==> src/sram_ctl_defines.vh <==
// Timing constants for the host-side controller of the 256K x 4 static memory.
// Assumes a 250 MHz system clock; times are in ns, counts in clock cycles.
`ifndef SRAM_CTL_DEFINES_VH
`define SRAM_CTL_DEFINES_VH
`define CLK_PERIOD_NS 4
// Fast grade times (ns)
`define FAST_ACCESS_NS 25
`define FAST_WRITE_CYCLE_NS 25
`define FAST_SELECT_TO_END_NS 16
`define FAST_ADDR_TO_END_NS 18
`define FAST_WRITE_PULSE_NS 15
`define FAST_DATA_TO_END_NS 10
// Slow grade times (ns)
`define SLOW_ACCESS_NS 35
`define SLOW_WRITE_CYCLE_NS 35
`define SLOW_SELECT_TO_END_NS 26
`define SLOW_ADDR_TO_END_NS 28
`define SLOW_WRITE_PULSE_NS 20
`define SLOW_DATA_TO_END_NS 15
// Least times round up to whole cycles
`define NS_TO_CYC_UP(t) (((t) + `CLK_PERIOD_NS - 1) / `CLK_PERIOD_NS)
// Pin-delay margin in cycles added to the read sample point
`define READ_MARGIN_CYC 1
// Idle cycles with select high between back-to-back accesses
`define GAP_CYC 1
`endif

==> src/sram_ctl.v <==
// Host-side controller that drives a 256K x 4 asynchronous static memory.
// Assumes the memory sits on board pins; read data arrives asynchronously
// and is synchronised by two flip-flops before use. One clock, no bus.
`include "sram_ctl_defines.vh"
`default_nettype none
// Notes on behaviour
// - Strobe stays high throughout every read.
// - Space write cycles by write cycle time.
// - Select asserted long enough before write end.
// - Address stable long enough before write end.
// - Data valid long enough before write end.
// - Change address only while select or strobe high.
module sram_ctl #(
  parameter AW = 18,
  parameter DW = 4,
  parameter TW = 4
) (
  input wire clk_sys,
  input wire rst_n,
  input wire slow_grade,
  input wire req_valid,
  input wire req_write,
  input wire [AW-1:0] req_addr,
  input wire [DW-1:0] req_wdata,
  output reg req_ready,
  output reg rsp_valid,
  output reg [DW-1:0] rsp_rdata,
  output reg [AW-1:0] word_address,
  output reg [DW-1:0] write_data_in,
  output reg select_n,
  output reg write_n,
  input wire [DW-1:0] read_data_out
);
  // ---------------------------------
  // States
  // ---------------------------------
  localparam [2:0] S_IDLE = 3'd0;
  localparam [2:0] S_READ = 3'd1;
  localparam [2:0] S_RSMP = 3'd2;
  localparam [2:0] S_WSETUP = 3'd3;
  localparam [2:0] S_WPULSE = 3'd4;
  localparam [2:0] S_GAP = 3'd5;

  // Cycles covering a time in ns, rounded up, plus extra whole cycles;
  // the result is cut to the timer width on purpose
  function [TW-1:0] to_cyc;
    input integer ns;
    input integer extra;
    integer total;
    begin
      total = `NS_TO_CYC_UP(ns) + extra;
      to_cyc = total[TW-1:0];
    end
  endfunction

  // Cycle counts per grade, all least times rounded up
  localparam [TW-1:0] F_RD = to_cyc(`FAST_ACCESS_NS, `READ_MARGIN_CYC);
  localparam [TW-1:0] S_RD = to_cyc(`SLOW_ACCESS_NS, `READ_MARGIN_CYC);
  localparam [TW-1:0] F_WP = to_cyc(`FAST_WRITE_PULSE_NS, 0);
  localparam [TW-1:0] S_WP = to_cyc(`SLOW_WRITE_PULSE_NS, 0);
  localparam [TW-1:0] F_CS = to_cyc(`FAST_SELECT_TO_END_NS, 0);
  localparam [TW-1:0] S_CS = to_cyc(`SLOW_SELECT_TO_END_NS, 0);
  localparam [TW-1:0] F_AW = to_cyc(`FAST_ADDR_TO_END_NS, 0);
  localparam [TW-1:0] S_AW = to_cyc(`SLOW_ADDR_TO_END_NS, 0);
  localparam [TW-1:0] F_DW = to_cyc(`FAST_DATA_TO_END_NS, 0);
  localparam [TW-1:0] S_DW = to_cyc(`SLOW_DATA_TO_END_NS, 0);
  localparam [TW-1:0] F_WC = to_cyc(`FAST_WRITE_CYCLE_NS, 0);
  localparam [TW-1:0] S_WC = to_cyc(`SLOW_WRITE_CYCLE_NS, 0);
  // Idle gap between accesses, in cycles
  localparam [TW-1:0] GAP_V = to_cyc(0, `GAP_CYC);

  // Larger of two counts
  function [TW-1:0] max2;
    input [TW-1:0] a;
    input [TW-1:0] b;
    begin
      max2 = (a > b) ? a : b;
    end
  endfunction

  // Pick a grade's count
  function [TW-1:0] pick;
    input sel;
    input [TW-1:0] fast;
    input [TW-1:0] slow;
    begin
      pick = sel ? slow : fast;
    end
  endfunction

  // Strobe low time: covers pulse width, select, address and data setup
  wire [TW-1:0] strobe_cyc = max2(max2(pick(slow_grade, F_WP, S_WP), pick(slow_grade, F_CS, S_CS)),
    max2(pick(slow_grade, F_AW, S_AW), pick(slow_grade, F_DW, S_DW)));
  // Total write cycle, rest of it spent in gap after strobe rises
  wire [TW-1:0] wcycle_cyc = pick(slow_grade, F_WC, S_WC);
  wire [TW-1:0] read_cyc = pick(slow_grade, F_RD, S_RD);

  reg [2:0] state_q;
  reg [2:0] state_d;
  // Read data synchroniser
  reg [DW-1:0] rd_meta_q;
  reg [DW-1:0] rd_sync_q;
  // Timer control
  reg tmr_load;
  reg [TW-1:0] tmr_value;
  wire tmr_done;

  sram_phase_timer #(.W(TW)) u_timer (
    .clk_sys(clk_sys),
    .rst_n(rst_n),
    .load(tmr_load),
    .value(tmr_value),
    .done(tmr_done)
  );

  // ---------------------------------
  // Read data synchroniser, two stages
  // ---------------------------------
  always @(posedge clk_sys or negedge rst_n) begin
    if (!rst_n) begin
      rd_meta_q <= {DW{1'b0}};
      rd_sync_q <= {DW{1'b0}};
    end else begin
      rd_meta_q <= read_data_out;
      rd_sync_q <= rd_meta_q;
    end
  end

  // ---------------------------------
  // Next state and timer loads
  // ---------------------------------
  always @* begin
    state_d = state_q;
    tmr_load = 1'b0;
    tmr_value = {TW{1'b0}};
    case (state_q)
      S_IDLE: begin
        // Memory may idle deselected indefinitely
        if (req_valid && req_ready) begin
          tmr_load = 1'b1;
          if (req_write) begin
            // Two cycles of setup with strobe high before it falls
            state_d = S_WSETUP;
            tmr_value = {{(TW-1){1'b0}}, 1'b1};
          end else begin
            // Wait the access time plus two sync stages
            state_d = S_READ;
            tmr_value = read_cyc + 2'd2;
          end
        end
      end
      S_READ: begin
        if (tmr_done) begin
          state_d = S_RSMP;
        end
      end
      S_RSMP: begin
        state_d = S_GAP;
        tmr_load = 1'b1;
        tmr_value = GAP_V;
      end
      S_WSETUP: begin
        if (tmr_done) begin
          state_d = S_WPULSE;
          tmr_load = 1'b1;
          tmr_value = strobe_cyc;
        end
      end
      S_WPULSE: begin
        if (tmr_done) begin
          // Remaining write cycle time, at least one cycle
          state_d = S_GAP;
          tmr_load = 1'b1;
          tmr_value = (wcycle_cyc > strobe_cyc + 1'b1) ?
            wcycle_cyc - strobe_cyc - 1'b1 : GAP_V;
        end
      end
      S_GAP: begin
        if (tmr_done) begin
          state_d = S_IDLE;
        end
      end
      default: begin
        state_d = S_IDLE;
      end
    endcase
  end

  // ---------------------------------
  // State register and pin drive
  // ---------------------------------
  always @(posedge clk_sys or negedge rst_n) begin
    if (!rst_n) begin
      state_q <= S_IDLE;
      select_n <= 1'b1;
      write_n <= 1'b1;
      word_address <= {AW{1'b0}};
      write_data_in <= {DW{1'b0}};
      req_ready <= 1'b0;
      rsp_valid <= 1'b0;
      rsp_rdata <= {DW{1'b0}};
    end else begin
      state_q <= state_d;
      rsp_valid <= 1'b0;
      req_ready <= (state_d == S_IDLE) && !(req_valid && req_ready);
      if (state_q == S_IDLE && req_valid && req_ready) begin
        // Address and data change only while strobe is high
        word_address <= req_addr;
        write_data_in <= req_wdata;
        select_n <= 1'b0;
        write_n <= 1'b1;
      end
      if (state_q == S_WSETUP && tmr_done) begin
        write_n <= 1'b0;
      end
      if (state_q == S_WPULSE && tmr_done) begin
        // Release strobe and select together; data held past the end
        write_n <= 1'b1;
        select_n <= 1'b1;
      end
      if (state_q == S_RSMP) begin
        // Data captured only after access time, avoiding float window
        rsp_rdata <= rd_sync_q;
        rsp_valid <= 1'b1;
        select_n <= 1'b1;
      end
    end
  end
endmodule
`default_nettype wire

==> src/sram_phase_timer.v <==
// Down-counter that times one phase of a memory cycle.
// Assumes a single clock; load and count come from the controller.
`default_nettype none
module sram_phase_timer #(
  parameter W = 4
) (
  input wire clk_sys,
  input wire rst_n,
  input wire load,
  input wire [W-1:0] value,
  output wire done
);
  // Remaining cycles of the current phase
  reg [W-1:0] count_q;
  // -------------------------------
  // Count down, load wins
  // -------------------------------
  always @(posedge clk_sys or negedge rst_n) begin
    if (!rst_n) begin
      count_q <= {W{1'b0}};
    end else if (load) begin
      count_q <= value;
    end else if (count_q != {W{1'b0}}) begin
      count_q <= count_q - {{(W-1){1'b0}}, 1'b1};
    end
  end
  // Done looks at the count alone: the controller derives load from done,
  // so gating done with load would close a combinational loop.
  assign done = (count_q == {W{1'b0}});
endmodule
`default_nettype wire
==> config.mk <==
export PLATFORM = sky130hd
export DESIGN_NAME = sram_ctl
export DESIGN_NICKNAME = d
export VERILOG_FILES = /design/src/sram_ctl.v /design/src/sram_phase_timer.v
export VERILOG_INCLUDE_DIRS = /design/src
export SDC_FILE = /design/constraint.sdc
export NUM_CORES = 1
export LEC_CHECK = 0
export BUFFER_PORTS_ARGS = -buffer_cell sky130_fd_sc_hd__clkbuf_2
export CAP_MARGIN = 30
export CORE_UTILIZATION = 49
export CTS_CLUSTER_DIAMETER = 200
export DETAILED_ROUTE_END_ITERATION = 8
export GPL_ROUTABILITY_DRIVEN = 0
export PLACE_DENSITY = 0.78
export SYNTH_ARGS = -nofsm -noshare
export SYNTH_HDL_FRONTEND = slang
export SYNTH_SLANG_ARGS = --single-unit
==> constraint.sdc <==
create_clock -name clk_sys -period 1.9 [get_ports clk_sys]
set_input_delay 0.57 -clock clk_sys [delete_from_list [all_inputs] [get_ports clk_sys]]
set_output_delay 0.57 -clock clk_sys [all_outputs]
set_load 0.01 [all_outputs]
==> impl_metrics.toml, run 1 <==
[clock_tree]
cts_hold_buf = 0
clock-root-buffer = "clkbuf_8"
htreeDepth = 2
cts_setup_buffers = 0
cts_tree = "built"
numClockSinks = 45
clock_path_buffers = 2
numCtsBuffers = 5
clkTransAtPathRegs_ps = 80
insertion_delay_ps = 290
post_cts_resized = 0

[synthesis]
seq_area_frac_synth_pct = 61.6
muxShareOfSynthArea_pct = 2.46
synthAdderAreaFrac_pct = 0.683
synth-seq-cells = 45
synth_compound_gate_area_share_pct = 9.35
synthArstFlopShare_pct = 100
synth.top_cells.by_count = "nand2_1, dfrtp_1, a21oi_1, mux2_2, nand2b_1"
synth_edf_count = 0
ys.flop_type = "dfrtp_1"
ys_types = 38
yosysWarningCount = 0
post-synth-top-count-cell = "nand2_1"
synth_top_family_by_area = "simple AND/OR/NAND/NOR gates"
yosys.area.top_type_share_pct = 58.7
netlist_area_sq_um = 1830
synthXorXnorAreaFrac_pct = 0.956
synth_area_leaders = "dfrtp_1, nand2_1, dfstp_2"
yosysTopAreaCell = "dfrtp_1"
synth_fp_nets = 208
syn_area_per_cell_sq_um = 10.4
syn_inst = 176
synthSimpleGateAreaFrac_pct = 21.0

[timing]
tightestPinTransition_ps = 361
slew_headroom_pct = 75.9
fin_ws_ps = 147
drv_slew = 0
finalHoldViolCount = 0
setup_tns_ps = 0
fin_crit_sh_pct = 92.3
skew_ps = 2.68
hold_ws_ps = 140
fmax_mhz = 570
fin_crit_ps = 1750
rsz0062_at_grt = "false"
final-setup-viol-count = 0

[drt]
vias_per_cell = 4.93
drt_wl_total_mm = 3.70
wl_per_cell_um = 12.9
vias = 1416
drcViolationCount = 0
dr.pass1.iters = 4
postRouteAntennaNets = 0
drt_iter0_markers = 100

[floorplanning]
die-area_sq_um = 3990
die_w_um = 63.2
die_h_um = 63.2
initial_core_util_pct = 52.8
fp.coreArea_sq_um = 3470
ios = 61
rows = 21

[pwr]
power.share.switching_pct = 36.1
powerDensity_nw_per_um2 = 1640
pwr-share-seq_pct = 44.0
combinationalPowerShare_pct = 37.9
totalPowerFinal_mw = 3.75
p_switching_mw = 1.35
p_leak_nw = 1.23
pwr-share-clk_pct = 18.2
p_int_mw = 2.40
vdd_ir_drop_max_v = 0.000835

[layout]
n_antenna_cell = 0
num-fill-cells = 291
final_area_sq_um = 2280
layout-drive-gt1-share_pct = 36.1
layout.nets = 273
syn2layout_area_growth_pct = 24.6

[min_path]
hold_path.class = "primary input to async pin"

[run]
max_cap_viol_count = 0

[grt]
grt_antenna_before_repair = 0
grt-ovfl-total = 0
grt_pass1_vias = 1357
track_usage_pct = 20.7
grt_max_degree = 19
grt_pass1_wl_mm = 6.24

[worst_setup_path]
crit_type = "register to register"
required_ps = 2110
worst_setup_path_end_kind = "register"
cp_max_fo = 4
start_kind = "register"
cp.arrival_ps = 1960

[placement]
post-place-ws_ps = 180
place_area_sq_um = 2180
post-dp-hpwl_mm = 2.78
portBuffers = 60

[outcome]
status = "complete, no violations"
[layout by cell type (no fill, tap or decap), drive strengths merged, types with 2 or more instances in the layout]
master,n
nor2,4
nand3,2
nand2b,4
dfrtp,43
nor3b,2
nor3,2
buf,7
a21o,2
nand2,70
a21oi,8
inv,3
xnor2,2
mux2,4
o21ai,4
dfstp,2
clkbuf,65
[worst paths after layout]
path	from	endpoint	slack [ps]	cells past startpoint
hold / removal	rst_n	rd_sync_q[0]	140	1
setup / recovery	u_timer.count_q[0]	u_timer.count_q[2]	150	6
hold reg to reg	rd_meta_q[0]	rd_sync_q[0]	350	0
min in group clk_sys	rd_meta_q[0]	rd_sync_q[0]	350	0
setup reg to reg	u_timer.count_q[0]	u_timer.count_q[2]	150	6
max in group asynchronous	rst_n	rsp_rdata[2]	1240	2
[sequential cells by signal (all words and copies together), names as in the netlist, 3 cells and up]
register / cells
rd_sync_q: 4
u_timer.count_q: 4
rd_meta_q: 4
write_data_in: 4
state_q: 3
word_address: 18
rsp_rdata: 4
[layer usage]
metal	up-vias	global-route usage, %	part of all wire (%)
li1	701	-	-
met1	675	26.0	44
met2	35	32.8	49
met3	5	6.70	4.9
met4	0	8.43	1.2
met5	-	0	0
[stage by stage]
step                std cells  util (%)
floorplan                 176         -
global placement          280      62.9
detailed placement        280      62.9
CTS                       287      65.9
global route              287      65.9
finish                    287      65.9
[cell families (layout without fill, tap and decap cells)]
group                      after synthesis  count (layout)
xor gates and xnor gates                 2               2
and+or+nand+nor                         88              88
buffers and inverters                   12              77
adders and majority gates                1               1
DFF                                     45              45
AOI/OAI and AO/OA                       24              24
muxes                                    4               4
[power groups by stage]
stage	logic [mW]	clock network, mW	registers, mW
5_1_grt	1.59	0.739	1.70
6_report	1.42	0.681	1.65
3_5_place_dp	1.43	0	1.66
2_1_floorplan	0.895	0	1.69
4_1_cts	1.44	0.699	1.65
3_3_place_gp	1.40	0	1.65
[cell type report]
class                   count  area [sq um]  area share, %
clock buffers               5          68.8           3.01
clock inverters             2          35.0           1.53
inverters                   3          11.3          0.493
multi-input cells         119           631           27.6
flip-flops and latches     45          1130           49.4
well taps                  46          57.6           2.52
repair buffers             67           353           15.4
[critical path, cell delays in order (launching register included)]
cell,delay (ps)
dfrtp_1,390
inv_1,100
ha_1,210
or3b_1,420
a21oi_2,200
a311oi_1,80
a221oi_2,270
Power figures use the tool's default switching activity.
==> run 2: changes to the inputs <==
CAP_MARGIN = 10   (was 30)
RECOVER_POWER = 50   (was not set)
==> impl_metrics.toml, run 2 (synthesized netlist as in run 1, its figures left out) <==
[outcome]
status = "complete, no violations"

[placement]
portBuffers = 60
post-dp-hpwl_mm = 2.78

[min_path]
hold_path.class = "primary input to async pin"

[clock_tree]
cts_setup_buffers = 0
htreeDepth = 2
cts_hold_buf = 0
clock_path_buffers = 2
cts_tree = "built"
clock-root-buffer = "clkbuf_8"
numClockSinks = 45
post_cts_resized = 0
numCtsBuffers = 5
clkTransAtPathRegs_ps = 80
insertion_delay_ps = 290

[timing]
slew_headroom_pct = 38.1
finalHoldViolCount = 0
rsz0062_at_grt = "false"
fin_crit_sh_pct = 92.1
setup_tns_ps = 0
fmax_mhz = 571
hold_ws_ps = 253
tightestPinTransition_ps = 929
drv_slew = 0
final-setup-viol-count = 0
skew_ps = 2.83
fin_crit_ps = 1750

[floorplanning]
initial_core_util_pct = 52.8
die-area_sq_um = 3990
ios = 61
rows = 21
die_w_um = 63.2
fp.coreArea_sq_um = 3470
die_h_um = 63.2

[grt]
grt_pass1_vias = 1357
grt_pass1_wl_mm = 6.24
grt_antenna_before_repair = 0
track_usage_pct = 20.7
grt_max_degree = 19
grt-ovfl-total = 0

[drt]
vias_per_cell = 4.94
postRouteAntennaNets = 0
wl_per_cell_um = 12.9
top_layer_used = "met4"
dr.pass1.iters = 4
vias = 1419
wl_met3_um = 180
route.met2.wl_mm = 1.83
drt_wl_total_mm = 3.69
drcViolationCount = 0
wl_met1_mm = 1.63
drt_iter0_markers = 84

[layout]
layout-drive-gt1-share_pct = 32.0
n_antenna_cell = 0
layout.nets = 273
largest_reg_flops = 18
largest-register = "word_address"
mostFrequentLayoutCells = "nand2_1, clkbuf_2, dfrtp_1, clkbuf_1, a21oi_1"
final_common_cell = "nand2_1"
syn2layout_area_growth_pct = 23.6

[worst_setup_path]
worst_setup_path_end_kind = "register"
slowest_stage = "or3b_1"
path_buf_inv = 1
worst_path_largest_cell_delay_ps = 420
crit_family = "compound AO/OA/AOI/OAI gates"
required_ps = 2110
crit_chain = "inv_1, ha_1, or3b_1, a21oi_2, a311oi_1, a221oi_2"
start_kind = "register"
cp.arrival_ps = 1960
crit_type = "register to register"
cp_max_fo = 4

[run]
max_cap_viol_count = 0

[pwr]
vdd_ir_drop_max_v = 0.000825
p_leak_nw = 1.20
powerDensity_nw_per_um2 = 1650
## run 2: path summary, 6_finish.rpt
check	start	end	slack (ps)	cells past startpoint
setup / recovery	u_timer.count_q[0]	u_timer.count_q[2]	150	6
hold / removal	rst_n	rd_sync_q[0]	250	1
setup reg to reg	u_timer.count_q[0]	u_timer.count_q[2]	150	6
hold reg to reg	rd_meta_q[0]	rd_sync_q[0]	350	0
max in group asynchronous	rst_n	rsp_rdata[2]	410	2
min in group clk_sys	rd_meta_q[0]	rd_sync_q[0]	350	0
## run 2: layer usage
metal | up-vias | GRT usage, %
met4 | 0 | 8.43
li1 | 702 | -
met5 | - | 0
met3 | 5 | 6.70
met2 | 34 | 32.8
met1 | 678 | 26.0
## run 2: power by group
group          leakage [nW]  internal, mW  switching [mW]
clock                0.0540         0.382           0.299
sequential            0.562          1.35           0.300
combinational         0.587         0.651           0.749
## run 2: metrics by stage
stage	cells	worst slack, ps	power, mW	cell area (sq um)	util (%)
2_1_floorplan	176	338	2.58	1830	-
3_3_place_gp	280	271	3.05	2180	62.9
3_5_place_dp	280	180	3.09	2180	62.9
4_1_cts	287	161	3.78	2280	65.9
5_1_grt	287	29.6	4.01	2270	65.3
6_report	287	150	3.73	2270	65.3
## run 2: layout make-up
class / instances / area [sq um]
well taps: 46 / 57.6
clock buffers: 5 / 68.8
multi-input cells: 119 / 628
inverters: 3 / 11.3
repair buffers: 67 / 337
flip-flops and latches: 45 / 1130
fillers: 299 / 1200
clock inverters: 2 / 35.0
## run 2: worst reg2reg max path: stages (launching register included)
cell	delay, ps
dfrtp_1	390
inv_1	100
ha_1	210
or3b_1	420
a21oi_2	200
a311oi_1	80
a221oi_2	270
